`src/hdl/acrt_consts.svh`:
```
// Timing figures and reset values of the conversion and readout sequencer.
`ifndef ACRT_CONSTS_SVH
`define ACRT_CONSTS_SVH

`define ACRT_CLK_PERIOD_NS 5
`define ACRT_SYNC_LAT_CYC 3
`define ACRT_PINS_RST 6'h20

`define ACRT_T_RESULT_NS 1300
`define ACRT_T_DATA_MAX_NS 1410
`define ACRT_T_CONV_MAX_NS 1450
`define ACRT_T_DATA_TO_BUSY_NS 20
`define ACRT_T_RDC_SYNC_NS 560
`define ACRT_T_RAC_SYNC_NS 1310
`define ACRT_T_SYNC_TO_BUSY_NS 25
`define ACRT_T_SCLK_HALF0_NS 20
`define ACRT_T_FIRST_EDGE_NS 20
`define ACRT_T_RAC_BUSY0_NS 2250
`define ACRT_T_RAC_BUSY1_NS 3000
`define ACRT_T_RAC_BUSY2_NS 4400
`define ACRT_T_RAC_BUSY3_NS 7300

`define ACRT_CEIL_CYC(t) (((t) + `ACRT_CLK_PERIOD_NS - 1) / `ACRT_CLK_PERIOD_NS)
`define ACRT_FLOOR_CYC(t) ((t) / `ACRT_CLK_PERIOD_NS)
`define ACRT_RESULT_CYC (`ACRT_FLOOR_CYC(`ACRT_T_RESULT_NS) - `ACRT_SYNC_LAT_CYC)
`define ACRT_DATA_MAX_CYC (`ACRT_FLOOR_CYC(`ACRT_T_DATA_MAX_NS) - `ACRT_SYNC_LAT_CYC)
`define ACRT_CONV_MAX_CYC (`ACRT_FLOOR_CYC(`ACRT_T_CONV_MAX_NS) - `ACRT_SYNC_LAT_CYC)
`define ACRT_BUSY_CYC (`ACRT_RESULT_CYC + `ACRT_CEIL_CYC(`ACRT_T_DATA_TO_BUSY_NS))
`define ACRT_RDC_SYNC_CYC (`ACRT_FLOOR_CYC(`ACRT_T_RDC_SYNC_NS) - `ACRT_SYNC_LAT_CYC)
`define ACRT_RAC_SYNC_CYC (`ACRT_FLOOR_CYC(`ACRT_T_RAC_SYNC_NS) - `ACRT_SYNC_LAT_CYC)
`define ACRT_SYNC_TO_BUSY_CYC `ACRT_CEIL_CYC(`ACRT_T_SYNC_TO_BUSY_NS)
`define ACRT_SCLK_HALF0_CYC `ACRT_CEIL_CYC(`ACRT_T_SCLK_HALF0_NS)
`define ACRT_FIRST_EDGE_CYC `ACRT_CEIL_CYC(`ACRT_T_FIRST_EDGE_NS)
`define ACRT_RAC_BUSY_MAX_CYC(t) (`ACRT_FLOOR_CYC(t) - `ACRT_SYNC_LAT_CYC)

`endif

```
`src/hdl/acrt_pkg.sv`:
```
// Types shared by the conversion and readout sequencer.
package acrt_pkg;

    typedef struct packed {
        logic convert_start_n;
        logic serial_parallel_select;
        logic read_after_convert;
        logic conversion_reset;
        logic [1:0] serial_clock_divider;
    } acrt_pins_t;

    typedef struct packed {
        logic frame_sync;
        logic serial_data_clock;
        logic serial_data_out;
    } acrt_serial_t;

    typedef enum logic [2:0] {
        ACRT_CV_IDLE = 3'b001,
        ACRT_CV_RUN = 3'b010,
        ACRT_CV_HOLD = 3'b100
    } acrt_conv_state_t;

    typedef enum logic [3:0] {
        ACRT_SR_IDLE = 4'b0001,
        ACRT_SR_LEAD = 4'b0010,
        ACRT_SR_SHIFT = 4'b0100,
        ACRT_SR_TAIL = 4'b1000
    } acrt_ser_state_t;

endpackage

```
`src/hdl/acrt_sync.sv`:
```
// Two-stage synchroniser for a group of asynchronous pin levels.
`timescale 1ns/100ps
module acrt_sync #(
    parameter int W = 6,
    parameter logic [W-1:0] RST_VAL = '0
) (
    // Clock, reset and enable.
    input wire logic clk,
    input wire logic rst,
    input wire logic en,
    // Levels.
    input wire logic [W-1:0] d,
    output logic [W-1:0] q
);
    logic [W-1:0] meta_q;

    always_ff @(posedge clk)
    begin
        if (rst)
        begin
            meta_q <= RST_VAL;
            q <= RST_VAL;
        end
        else if (en)
        begin
            meta_q <= d;
            q <= meta_q;
        end
    end
endmodule // acrt_sync

```
`src/hdl/acrt_top.sv`:
```
// Conversion sequencer with parallel and master serial result readout.
// Function
// Busy ends within 1.45 us outside read-after-convert.
// Parallel result valid by 1.41 us after start.
// Result valid 20 ns before busy falls.
// Read-during-convert frame sync about 560 ns.
// Read-after-convert frame sync about 1.31 us.
// Read-after-convert busy spans transfer, bounded per divider.
// Busy falls about 25 ns after frame sync.
// First serial clock edge delayed after frame sync.
// Serial clock period scales with divider setting.
// Controller spaces starts; starts while busy ignored.
// Select low parallel, high serial modes.
// Result available at conversion end, no latency.
`timescale 1ns/100ps
`include "acrt_consts.svh"
module acrt_top #(
    parameter int DATA_W = 16
) (
    // Clock, reset and enable.
    input wire logic ref_clk,
    input wire logic sys_rst,
    input wire logic clk_en,
    // Asynchronous control pins.
    input wire acrt_pkg::acrt_pins_t pins,
    // Result word from the converter core.
    input wire logic [DATA_W-1:0] core_result,
    // Status and parallel port.
    output logic busy,
    output logic [DATA_W-1:0] data_bus,
    output logic data_bus_oe,
    // Master serial port.
    output acrt_pkg::acrt_serial_t serial_port
);
    import acrt_pkg::*;

    localparam int BW = $clog2(DATA_W);

    if (DATA_W < 2 || DATA_W > 32)
    begin : g_bad_width
        $error("DATA_W must lie between 2 and 32.");
    end
    if (`ACRT_RESULT_CYC > `ACRT_DATA_MAX_CYC || `ACRT_BUSY_CYC > `ACRT_CONV_MAX_CYC
        || `ACRT_RAC_SYNC_CYC <= `ACRT_RESULT_CYC)
    begin : g_bad_timing
        $error("Conversion timing counts are inconsistent.");
    end

    ////////////////////////////////////////////////////////////////////////////
    acrt_pins_t pin_s;
    logic start_n_prev_q;
    logic start_edge;
    logic abort;

    acrt_sync #(
        .W($bits(acrt_pins_t)),
        .RST_VAL(`ACRT_PINS_RST)
    ) u_pin_sync (
        .clk(ref_clk),
        .rst(sys_rst),
        .en(clk_en),
        .d(pins),
        .q(pin_s)
    );

    always_ff @(posedge ref_clk)
    begin
        if (sys_rst)
            start_n_prev_q <= 1'b1;
        else if (clk_en)
            start_n_prev_q <= pin_s.convert_start_n;
    end

    assign start_edge = clk_en && start_n_prev_q && !pin_s.convert_start_n;
    assign abort = pin_s.conversion_reset;

    ////////////////////////////////////////////////////////////////////////////
    acrt_conv_state_t conv_q;
    acrt_ser_state_t sr_q;
    logic [10:0] conv_cnt_q;
    logic rac_q;
    logic ser_q;
    logic [1:0] div_q;
    logic [DATA_W-1:0] data_q;
    logic result_ok_q;
    logic [2:0] gap_q;
    logic ser_done;

    // A start edge is taken only while idle; the controller keeps the spacing.
    always_ff @(posedge ref_clk)
    begin
        if (sys_rst)
            conv_q <= ACRT_CV_IDLE;
        else if (clk_en)
        begin
            if (abort)
                conv_q <= ACRT_CV_IDLE;
            else
            begin
                unique case (conv_q)
                    ACRT_CV_IDLE:
                        if (start_edge)
                            conv_q <= ACRT_CV_RUN;
                    ACRT_CV_RUN:
                        if (conv_cnt_q == 11'(`ACRT_BUSY_CYC))
                            conv_q <= (rac_q && ser_q) ? ACRT_CV_HOLD : ACRT_CV_IDLE;
                    ACRT_CV_HOLD:
                        if (gap_q == 3'h1)
                            conv_q <= ACRT_CV_IDLE;
                    default:
                        conv_q <= ACRT_CV_IDLE;
                endcase
            end
        end
    end

    always_ff @(posedge ref_clk)
    begin
        if (sys_rst)
            conv_cnt_q <= 11'h000;
        else if (clk_en)
        begin
            if (abort || (conv_q == ACRT_CV_IDLE && !start_edge))
                conv_cnt_q <= 11'h000;
            else if (conv_q == ACRT_CV_IDLE)
                conv_cnt_q <= 11'h001;
            else
                conv_cnt_q <= conv_cnt_q + 11'h001;
        end
    end

    // Mode pins are captured once per conversion.
    always_ff @(posedge ref_clk)
    begin
        if (sys_rst)
        begin
            rac_q <= 1'b0;
            ser_q <= 1'b0;
            div_q <= 2'h0;
        end
        else if (start_edge && conv_q == ACRT_CV_IDLE)
        begin
            rac_q <= pin_s.read_after_convert;
            ser_q <= pin_s.serial_parallel_select;
            div_q <= pin_s.serial_clock_divider;
        end
    end

    // The result is latched as the conversion ends, at least four cycles before busy drops.
    always_ff @(posedge ref_clk)
    begin
        if (sys_rst)
        begin
            data_q <= '0;
            result_ok_q <= 1'b0;
        end
        else if (clk_en)
        begin
            if (abort || (start_edge && conv_q == ACRT_CV_IDLE))
                result_ok_q <= 1'b0;
            else if (conv_q == ACRT_CV_RUN && conv_cnt_q == 11'(`ACRT_RESULT_CYC))
            begin
                data_q <= core_result;
                result_ok_q <= 1'b1;
            end
        end
    end

    always_ff @(posedge ref_clk)
    begin
        if (sys_rst)
            gap_q <= 3'h0;
        else if (clk_en)
        begin
            if (abort)
                gap_q <= 3'h0;
            else if (ser_done && conv_q == ACRT_CV_HOLD)
                gap_q <= 3'(`ACRT_SYNC_TO_BUSY_CYC);
            else if (gap_q != 3'h0)
                gap_q <= gap_q - 3'h1;
        end
    end

    assign busy = (conv_q != ACRT_CV_IDLE);
    assign data_bus = data_q;
    assign data_bus_oe = !pin_s.serial_parallel_select;

    ////////////////////////////////////////////////////////////////////////////
    logic [7:0] half_q;
    logic [7:0] half_cyc;
    logic half_hit;
    logic [BW-1:0] bit_q;
    logic [DATA_W-1:0] shreg_q;
    logic sync_q;
    logic sclk_q;
    logic sdo_q;
    logic ser_start;

    assign half_cyc = 8'(`ACRT_SCLK_HALF0_CYC) << div_q;
    assign half_hit = (half_q == 8'h01);
    assign ser_start = clk_en && !abort && conv_q == ACRT_CV_RUN && ser_q && sr_q == ACRT_SR_IDLE
        && conv_cnt_q == (rac_q ? 11'(`ACRT_RAC_SYNC_CYC) : 11'(`ACRT_RDC_SYNC_CYC));
    assign ser_done = clk_en && sr_q == ACRT_SR_TAIL && half_hit;

    always_ff @(posedge ref_clk)
    begin
        if (sys_rst)
            sr_q <= ACRT_SR_IDLE;
        else if (clk_en)
        begin
            if (abort)
                sr_q <= ACRT_SR_IDLE;
            else
            begin
                unique case (sr_q)
                    ACRT_SR_IDLE:
                        if (ser_start)
                            sr_q <= ACRT_SR_LEAD;
                    ACRT_SR_LEAD:
                        if (half_hit)
                            sr_q <= ACRT_SR_SHIFT;
                    ACRT_SR_SHIFT:
                        if (half_hit && sclk_q && bit_q == BW'(DATA_W - 1))
                            sr_q <= ACRT_SR_TAIL;
                    ACRT_SR_TAIL:
                        if (half_hit)
                            sr_q <= ACRT_SR_IDLE;
                    default:
                        sr_q <= ACRT_SR_IDLE;
                endcase
            end
        end
    end

    always_ff @(posedge ref_clk)
    begin
        if (sys_rst)
            half_q <= 8'h00;
        else if (clk_en)
        begin
            if (ser_start || (sr_q != ACRT_SR_IDLE && half_hit))
                half_q <= half_cyc;
            else if (sr_q != ACRT_SR_IDLE)
                half_q <= half_q - 8'h01;
        end
    end

    always_ff @(posedge ref_clk)
    begin
        if (sys_rst)
        begin
            sync_q <= 1'b0;
            sclk_q <= 1'b0;
        end
        else if (clk_en)
        begin
            if (abort)
            begin
                sync_q <= 1'b0;
                sclk_q <= 1'b0;
            end
            else
            begin
                if (ser_start)
                    sync_q <= 1'b1;
                else if (ser_done)
                    sync_q <= 1'b0;
                if ((sr_q == ACRT_SR_LEAD || sr_q == ACRT_SR_SHIFT) && half_hit)
                    sclk_q <= ~sclk_q;
            end
        end
    end

    // Data leaves MSB first and changes on the falling serial clock edge.
    always_ff @(posedge ref_clk)
    begin
        if (sys_rst)
        begin
            shreg_q <= '0;
            sdo_q <= 1'b0;
            bit_q <= '0;
        end
        else if (clk_en)
        begin
            if (ser_start)
            begin
                shreg_q <= data_q;
                sdo_q <= data_q[DATA_W-1];
                bit_q <= '0;
            end
            else if (sr_q == ACRT_SR_SHIFT && half_hit && sclk_q && bit_q != BW'(DATA_W - 1))
            begin
                shreg_q <= {shreg_q[DATA_W-2:0], 1'b0};
                sdo_q <= shreg_q[DATA_W-2];
                bit_q <= bit_q + 1'b1;
            end
        end
    end

    assign serial_port = '{frame_sync: sync_q, serial_data_clock: sclk_q, serial_data_out: sdo_q};

    ////////////////////////////////////////////////////////////////////////////
    localparam int CONV_MAX = `ACRT_CONV_MAX_CYC;
    localparam int RDC_SYNC = `ACRT_RDC_SYNC_CYC;
    localparam int RAC_SYNC = `ACRT_RAC_SYNC_CYC;
    int rac_busy_max;

    always_comb
    begin
        unique case (div_q)
            2'h0: rac_busy_max = `ACRT_RAC_BUSY_MAX_CYC(`ACRT_T_RAC_BUSY0_NS);
            2'h1: rac_busy_max = `ACRT_RAC_BUSY_MAX_CYC(`ACRT_T_RAC_BUSY1_NS);
            2'h2: rac_busy_max = `ACRT_RAC_BUSY_MAX_CYC(`ACRT_T_RAC_BUSY2_NS);
            2'h3: rac_busy_max = `ACRT_RAC_BUSY_MAX_CYC(`ACRT_T_RAC_BUSY3_NS);
        endcase
    end
endmodule // acrt_top
```
`config.mk`:
```
export PLATFORM = sky130hd
export DESIGN_NAME = acrt_top
export DESIGN_NICKNAME = d
export VERILOG_FILES = /design/src/hdl/acrt_pkg.sv /design/src/hdl/acrt_sync.sv /design/src/hdl/acrt_top.sv
export VERILOG_INCLUDE_DIRS = /design/src /design/src/hdl
export SDC_FILE = /design/constraint.sdc
export NUM_CORES = 1
export LEC_CHECK = 0
export ABC_AREA = 1
export BUFFER_PORTS_ARGS = -buffer_cell sky130_fd_sc_hd__buf_4
export CELL_PAD_IN_SITES_DETAIL_PLACEMENT = 0
export CELL_PAD_IN_SITES_GLOBAL_PLACEMENT = 2
export CORE_MARGIN = 2
export CORE_UTILIZATION = 30
export CTS_CLUSTER_DIAMETER = 120
export DETAILED_ROUTE_END_ITERATION = 10
export MAX_ROUTING_LAYER = met4
export PLACE_DENSITY = 0.73
export REMOVE_ABC_BUFFERS = 1
export SLEW_MARGIN = 20
export SYNTH_ARGS = -nofsm -noshare
export SYNTH_HDL_FRONTEND = slang
export SYNTH_SLANG_ARGS = --single-unit
export TNS_END_PERCENT = 50
```
`constraint.sdc`:
```
create_clock -name ref_clk -period 1.55 [get_ports ref_clk]
set_input_delay 0.155 -clock ref_clk [delete_from_list [all_inputs] [get_ports ref_clk]]
set_output_delay 0.155 -clock ref_clk [all_outputs]
set_load 0.01 [all_outputs]
```
# Word level (Yosys, flattened, before mapping)
# Cells that the tools add are included.
word_totals:
  mem_bits_ro: 0
  output_inout_bits: 21
  ramBits: 0
  word_cells: 121
  n_memories: 0
  latch_bits: 0
  reg_bits: 84
op_classes:
  n_eq_ne: 23
  order_cmp: 0
  multipliers: 0
  n_shift: 1
  mux: 31
  addsub: 4
  reduce_logical: 43
  n_bitwise: 2
  div: 0
ops:
  columns: ["op", "count"]
  rows:
  - ["2-to-1 mux 15 bit", 2]
  - ["2-to-1 mux 4 bit", 7]
  - ["2-to-1 mux 3 bit", 8]
  - ["== test 11 x 9 -> 1 bit (second input constant)", 2]
  - ["2-to-1 mux 11 bit", 2]
  - ["logical AND 1 bit", 21]
  - ["!= test 3 x 2 -> 1 bit (second input constant)", 7]
  - ["2-to-1 mux 8 bit", 2]
  - ["case mux 4 bit (4 select lines)", 1]
  - ["adder 11 x 1 -> 11 bit (second input constant)", 1]
  - ["== test 11 x 9 -> 1 bit", 1]
  - ["AND reduction 2 bit", 5]
  - ["2-to-1 mux 9 bit", 1]
  - ["case mux 3 bit (3 select lines)", 1]
  - ["nonzero test 3 bit", 3]
  - ["== test 4 bit (second input constant)", 2]
  - ["== test 8 x 1 -> 1 bit (second input constant)", 1]
  - ["<< shifter 3 x 2 -> 8 bit (first input constant)", 1]
  - ["subtractor 8 x 1 -> 8 bit (second input constant)", 1]
  - ["2-to-1 mux 1 bit", 7]
  - ["== test 3 x 1 -> 1 bit (second input constant)", 2]
  - ["nonzero test 2 bit", 3]
  - ["AND reduction 5 bit", 1]
  - ["adder 4 x 1 -> 4 bit (second input constant)", 1]
  - ["14 further kinds", 21]

# Longest topological paths before layout
depth:
  word_depth: 9
  depth_mapped: 13

# Hierarchy
# A second synthesis with hierarchy kept.
hier_totals:
  hier_cells: 629
  hier_area_um2: 4204.0
modules_own_cells:
  columns: ["module", "instances", "cells_each", "area_per_inst_um2"]
  rows:
  - ["acrt_top", 1, 556, 3706.1]
  - ["acrt_sync", 1, 73, 498.0]

# Least setup slack after synthesis
# No wires, ideal clock.
synth_timing:
  path_kind: "register to register"
  startpoint: "register half_q[1]"
  endpoint: "register shreg_q[7]"
  path_buffers: 1
  arrival_ps: 1505
  path_stages_with_launch: 12
  setup_time_ps: 116
  setup_slack_ps: -71
  path_cell_list: "dfxtp_1 > inv_1 > ha_1 > nand2_1 > nor2_2 > nand2_1 > inv_1 > nand3_1 > nand2_2 > buf_4 > nand3_1 > o211a_1"
synth_between:
  elab_chain_cells: 6
synth_rtl:
  columns: ["element", "line_no", "source"]
  rows:
  - ["from (decl)", "acrt_top.sv:189", "logic [7:0] half_q;"]
  - ["from (signal assigned)", "acrt_top.sv:242", "half_q <= half_cyc;"]
  - ["from (signal assigned)", "acrt_top.sv:244", "half_q <= half_q - 8'h01;"]
  - ["== test 8 x 1 -> 1 bit", "acrt_top.sv:200", "assign half_hit = (half_q == 8'h01);"]
  - ["logical AND 1 bit (3 in a row)", "acrt_top.sv:291", "else if (sr_q == ACRT_SR_SHIFT && half_hit && sclk_q && bit_q != BW'(DATA_W - 1))"]
  - ["nonzero test 2 bit (no line)", null, null]
  - ["AND reduction 2 bit (no line)", null, null]
  - ["to (signal assigned)", "acrt_top.sv:287", "shreg_q <= data_q;"]
  - ["to (signal assigned)", "acrt_top.sv:293", "shreg_q <= {shreg_q[DATA_W-2:0], 1'b0};"]
  - ["to (decl)", "acrt_top.sv:193", "logic [DATA_W-1:0] shreg_q;"]
# Every way passes these cells.
# A chain may end at the register's enable or synchronous reset.

# Final worst setup path
layout_timing:
  startpoint: "register half_q[1]"
  endpoint: "register sclk_q"
layout_between:
  elab_chain_cells: 4
layout_rtl:
  columns: ["element", "line_no", "source"]
  rows:
  - ["== test 8 x 1 -> 1 bit", "acrt_top.sv:200", null]
  - ["logical AND 1 bit", "acrt_top.sv:268", "if ((sr_q == ACRT_SR_LEAD || sr_q == ACRT_SR_SHIFT) && half_hit)"]
  - ["nonzero test 2 bit (no line)", null, null]
  - ["AND reduction 2 bit (no line)", null, null]
  - ["to (signal assigned)", "acrt_top.sv:269", "sclk_q <= ~sclk_q;"]
  - ["to (decl)", "acrt_top.sv:195", "logic sclk_q;"]
# Every way passes these cells.

==> results.cfg <==
[clock_tree]
cts_tree = done
clock_latency_ns = 0.35
clockBufferDepth = 2
cts_buffers = 9
clockRootBuffer = clkbuf_16
cts_num_sinks = 84
cts_hold_buf = 0
cts_max_level = 3
clkSlewWorstSetupHoldPaths_ns = 0.06

[worst_setup_path]
slowest_stage = or3_1
crit_path_cell_trace = inv_2, ha_4, nand2_4, nor2_4, nand2_2, inv_2, buf_6, nand2_2, or3_1, a21oi_1
crit_fanout = 3
path_delay_family = simple AND/OR/NAND/NOR gates
r2r_slack_ns = -0.05
end_kind = register
worstPathArrival_ns = 1.88
crit_path_max_incr_delay_ns = 0.36
worstSetupStartpointType = register
worstSetupPathType = register to register
cp_num_buf_inv = 3
cp.required_ns = 1.83

[drt]
viasPerCell = 4.80
drtIter0Drc = 180
avgRoutedWirePerCell_um = 13.9
detailedRoute.firstPassIterationCount = 4
drc_errors = 0
postRouteAntennaNets = 0
drt-total-wl_um = 13000
vias = 4474

[final_layout]
drive_gt1_frac = 0.395
area_delta_synth_final_pct = 54.1
final_nets = 781
nFillCells = 1394
fin_cells = 932
fin_util = 0.471
diodes = 0

[min_path]
min_path_type = input port to register

[global_route]
globalRouteTotalUtil = 0.185
grt_start_max_net_pins = 42
antenna_found_initial = 0
grt_pass1_vias = 4438
grt.overflow.total = 0
grt_pass1_wl_um = 21100

[sta]
rsz0062_at_grt = true
tns_ns = -0.321
slew_headroom = 0.778
fmax_mhz = 627
fin_skew_ns = 0.00605
finalCritPeriodShare = 1.03
post-route-min-period_ns = 1.60
tightest_slew_ns = 0.332
setup_violations = 23
hold_viol_final = 0
maxSlewViolCount = 0
fin_ws_ns = -0.0453
holdWs_ns = 0.0210

[placed_design]
dp.cells = 891
portBuffers = 45
hpwl_um = 8570
gp_congestion = 0.849

[synth]
ys_types = 35
ys_ff_latch = 84
synth_common_cells = nand2_1 (129), nor2_1 (92), dfxtp_1 (84)
syn_inst = 604
synth-edff-count = 0
synthTopCellsByArea = dfxtp_1 (40%), nand2_1 (12%), nor2_1 (8.2%)
synth.most_common_cell = nand2_1
yosys_warnings = 0
synth_area_leader_cell = dfxtp_1
synth_top_area_frac = 0.400
yosysSeqAreaShare = 0.400
ys.flop_type = dfxtp_1
netlist_area_um2 = 4210
syn_avg_cell_area_um2 = 6.96
ys_async_sr_fraction = 0

[status]
violations = setup timing
status = complete, but fails checks

[pwr]
leakage_uw = 0.00276
power_density_nw_per_um2 = 872
irDropWorstVdd_v = 0.000466

[floorplan]
chipHeight_um = 122
top_level_ports = 46
die_w_um = 122
die_area_um2 = 15000
core_area_um2 = 13800
start_util = 0.305
rows = 43

[flow_run]
maxCapViolCount = 0
==> per-layer routing <==
| metal | vias to the layer above | global-route usage | routed length, um |
|---|---|---|---|
| met5 | - | - | 0 |
| met1 | 2093 | 0.232 | 6000 |
| met3 | 19 | 0.0307 | 398 |
| met4 | 0 | 0.0812 | 271 |
| met2 | 64 | 0.292 | 6300 |
| li1 | 2298 | - | - |
==> logic make-up after synthesis <==
kind of cell    count (synthesis)  synth area share
compound gates                 89             0.130
xor+xnor                        7            0.0146
fa+ha+maj                       8            0.0238
buf+inv                        83            0.0836
flops                          84             0.400
simple gates                  333             0.348
==> worst reg2reg max path: stages (launching register included) <==
cell and delay (ns):
dfxtp_2 0.32, inv_2 0.07, ha_4 0.14, nand2_4 0.05, nor2_4 0.15, nand2_2 0.08, inv_2 0.09, buf_6 0.09
nand2_2 0.04, or3_1 0.36, a21oi_1 0.15
==> registers in the layout, summed over array words and instances, names as in the netlist <==
register / count
bit_q: 4
conv_q: 3
u_pin_sync.meta_q: 6
rac_q: 1
conv_cnt_q: 11
shreg_q: 15
sdo_q: 1
start_n_prev_q: 1
u_pin_sync.q: 6
sclk_q: 1
sr_q: 4
sync_q: 1
gap_q: 3
data_bus: 16
ser_q: 1
half_q: 8
div_q: 2
==> power breakdown <==
| group | internal (uW) | switching, uW | leakage, uW | total, uW |
|---|---|---|---|---|
| combinational | 509 | 576 | 0.00192 | 1090 |
| clock | 1370 | 886 | 0.000155 | 2260 |
| sequential | 2240 | 59.9 | 0.000690 | 2300 |
==> cell type report <==
type / count / area [um2] / share of cell area
Clock inverter: 3 / 43.8 / 0.00676
Multi-Input combinational cell: 437 / 2610 / 0.403
Clock buffer: 12 / 267 / 0.0411
Tap cell: 180 / 225 / 0.0347
Timing Repair Buffer: 163 / 1410 / 0.217
Inverter: 52 / 210 / 0.0324
Timing Repair inverter: 1 / 7.51 / 0.00116
Sequential cell: 84 / 1710 / 0.264
==> layout by cell type (no fill, tap or decap), types with 7 or more instances in the layout <==
| cell | netlist | final |
|---|---|---|
| a21oi_1 | 36 | 32 |
| inv_2 | 5 | 15 |
| nand2_1 | 129 | 113 |
| clkbuf_16 | 0 | 11 |
| buf_12 | 0 | 7 |
| nand2_2 | 3 | 13 |
| nor2_4 | 2 | 10 |
| nand3_1 | 54 | 36 |
| nor4_1 | 18 | 10 |
| buf_4 | 7 | 146 |
| o211a_1 | 15 | 15 |
| nor2_1 | 92 | 71 |
| dfxtp_1 | 84 | 68 |
| inv_1 | 47 | 35 |
| nand3_2 | 3 | 15 |
| dfxtp_2 | 0 | 13 |
| o21ai_0 | 26 | 24 |
| nor4_2 | 0 | 8 |
| nor2_2 | 1 | 14 |
| nor3_1 | 25 | 22 |
==> metrics by stage <==
step	cell area, um2	total power [uW]	setup slack (ns)
CTS	6090	5600	-0.0322
global placement	5370	3210	-0.202
finish	6480	5650	-0.0453
detailed placement	5370	3210	-0.190
global route	6480	5950	-0.136
floorplan	4050	2800	-0.401
==> path summary, 6_finish.rpt <==
path,from,endpoint,depth (start not counted)
hold / removal,pins[5],u_pin_sync.meta_q[5],3
setup / recovery,half_q[1],sclk_q,10
setup reg to reg,half_q[1],sclk_q,10
hold reg to reg,shreg_q[0],shreg_q[0],2
==> what timing repair did <==
action / CTS / global route
gates resized for setup: 58 / 92
setup buffers: 15 / 9
cloned: 3 / 3
pin swaps: 27 / 50
endpoints found under the hold margin: 0 / 0
setup endpoints to repair: 55 / 59
No activity file was read; power rests on OpenSTA's default activity.
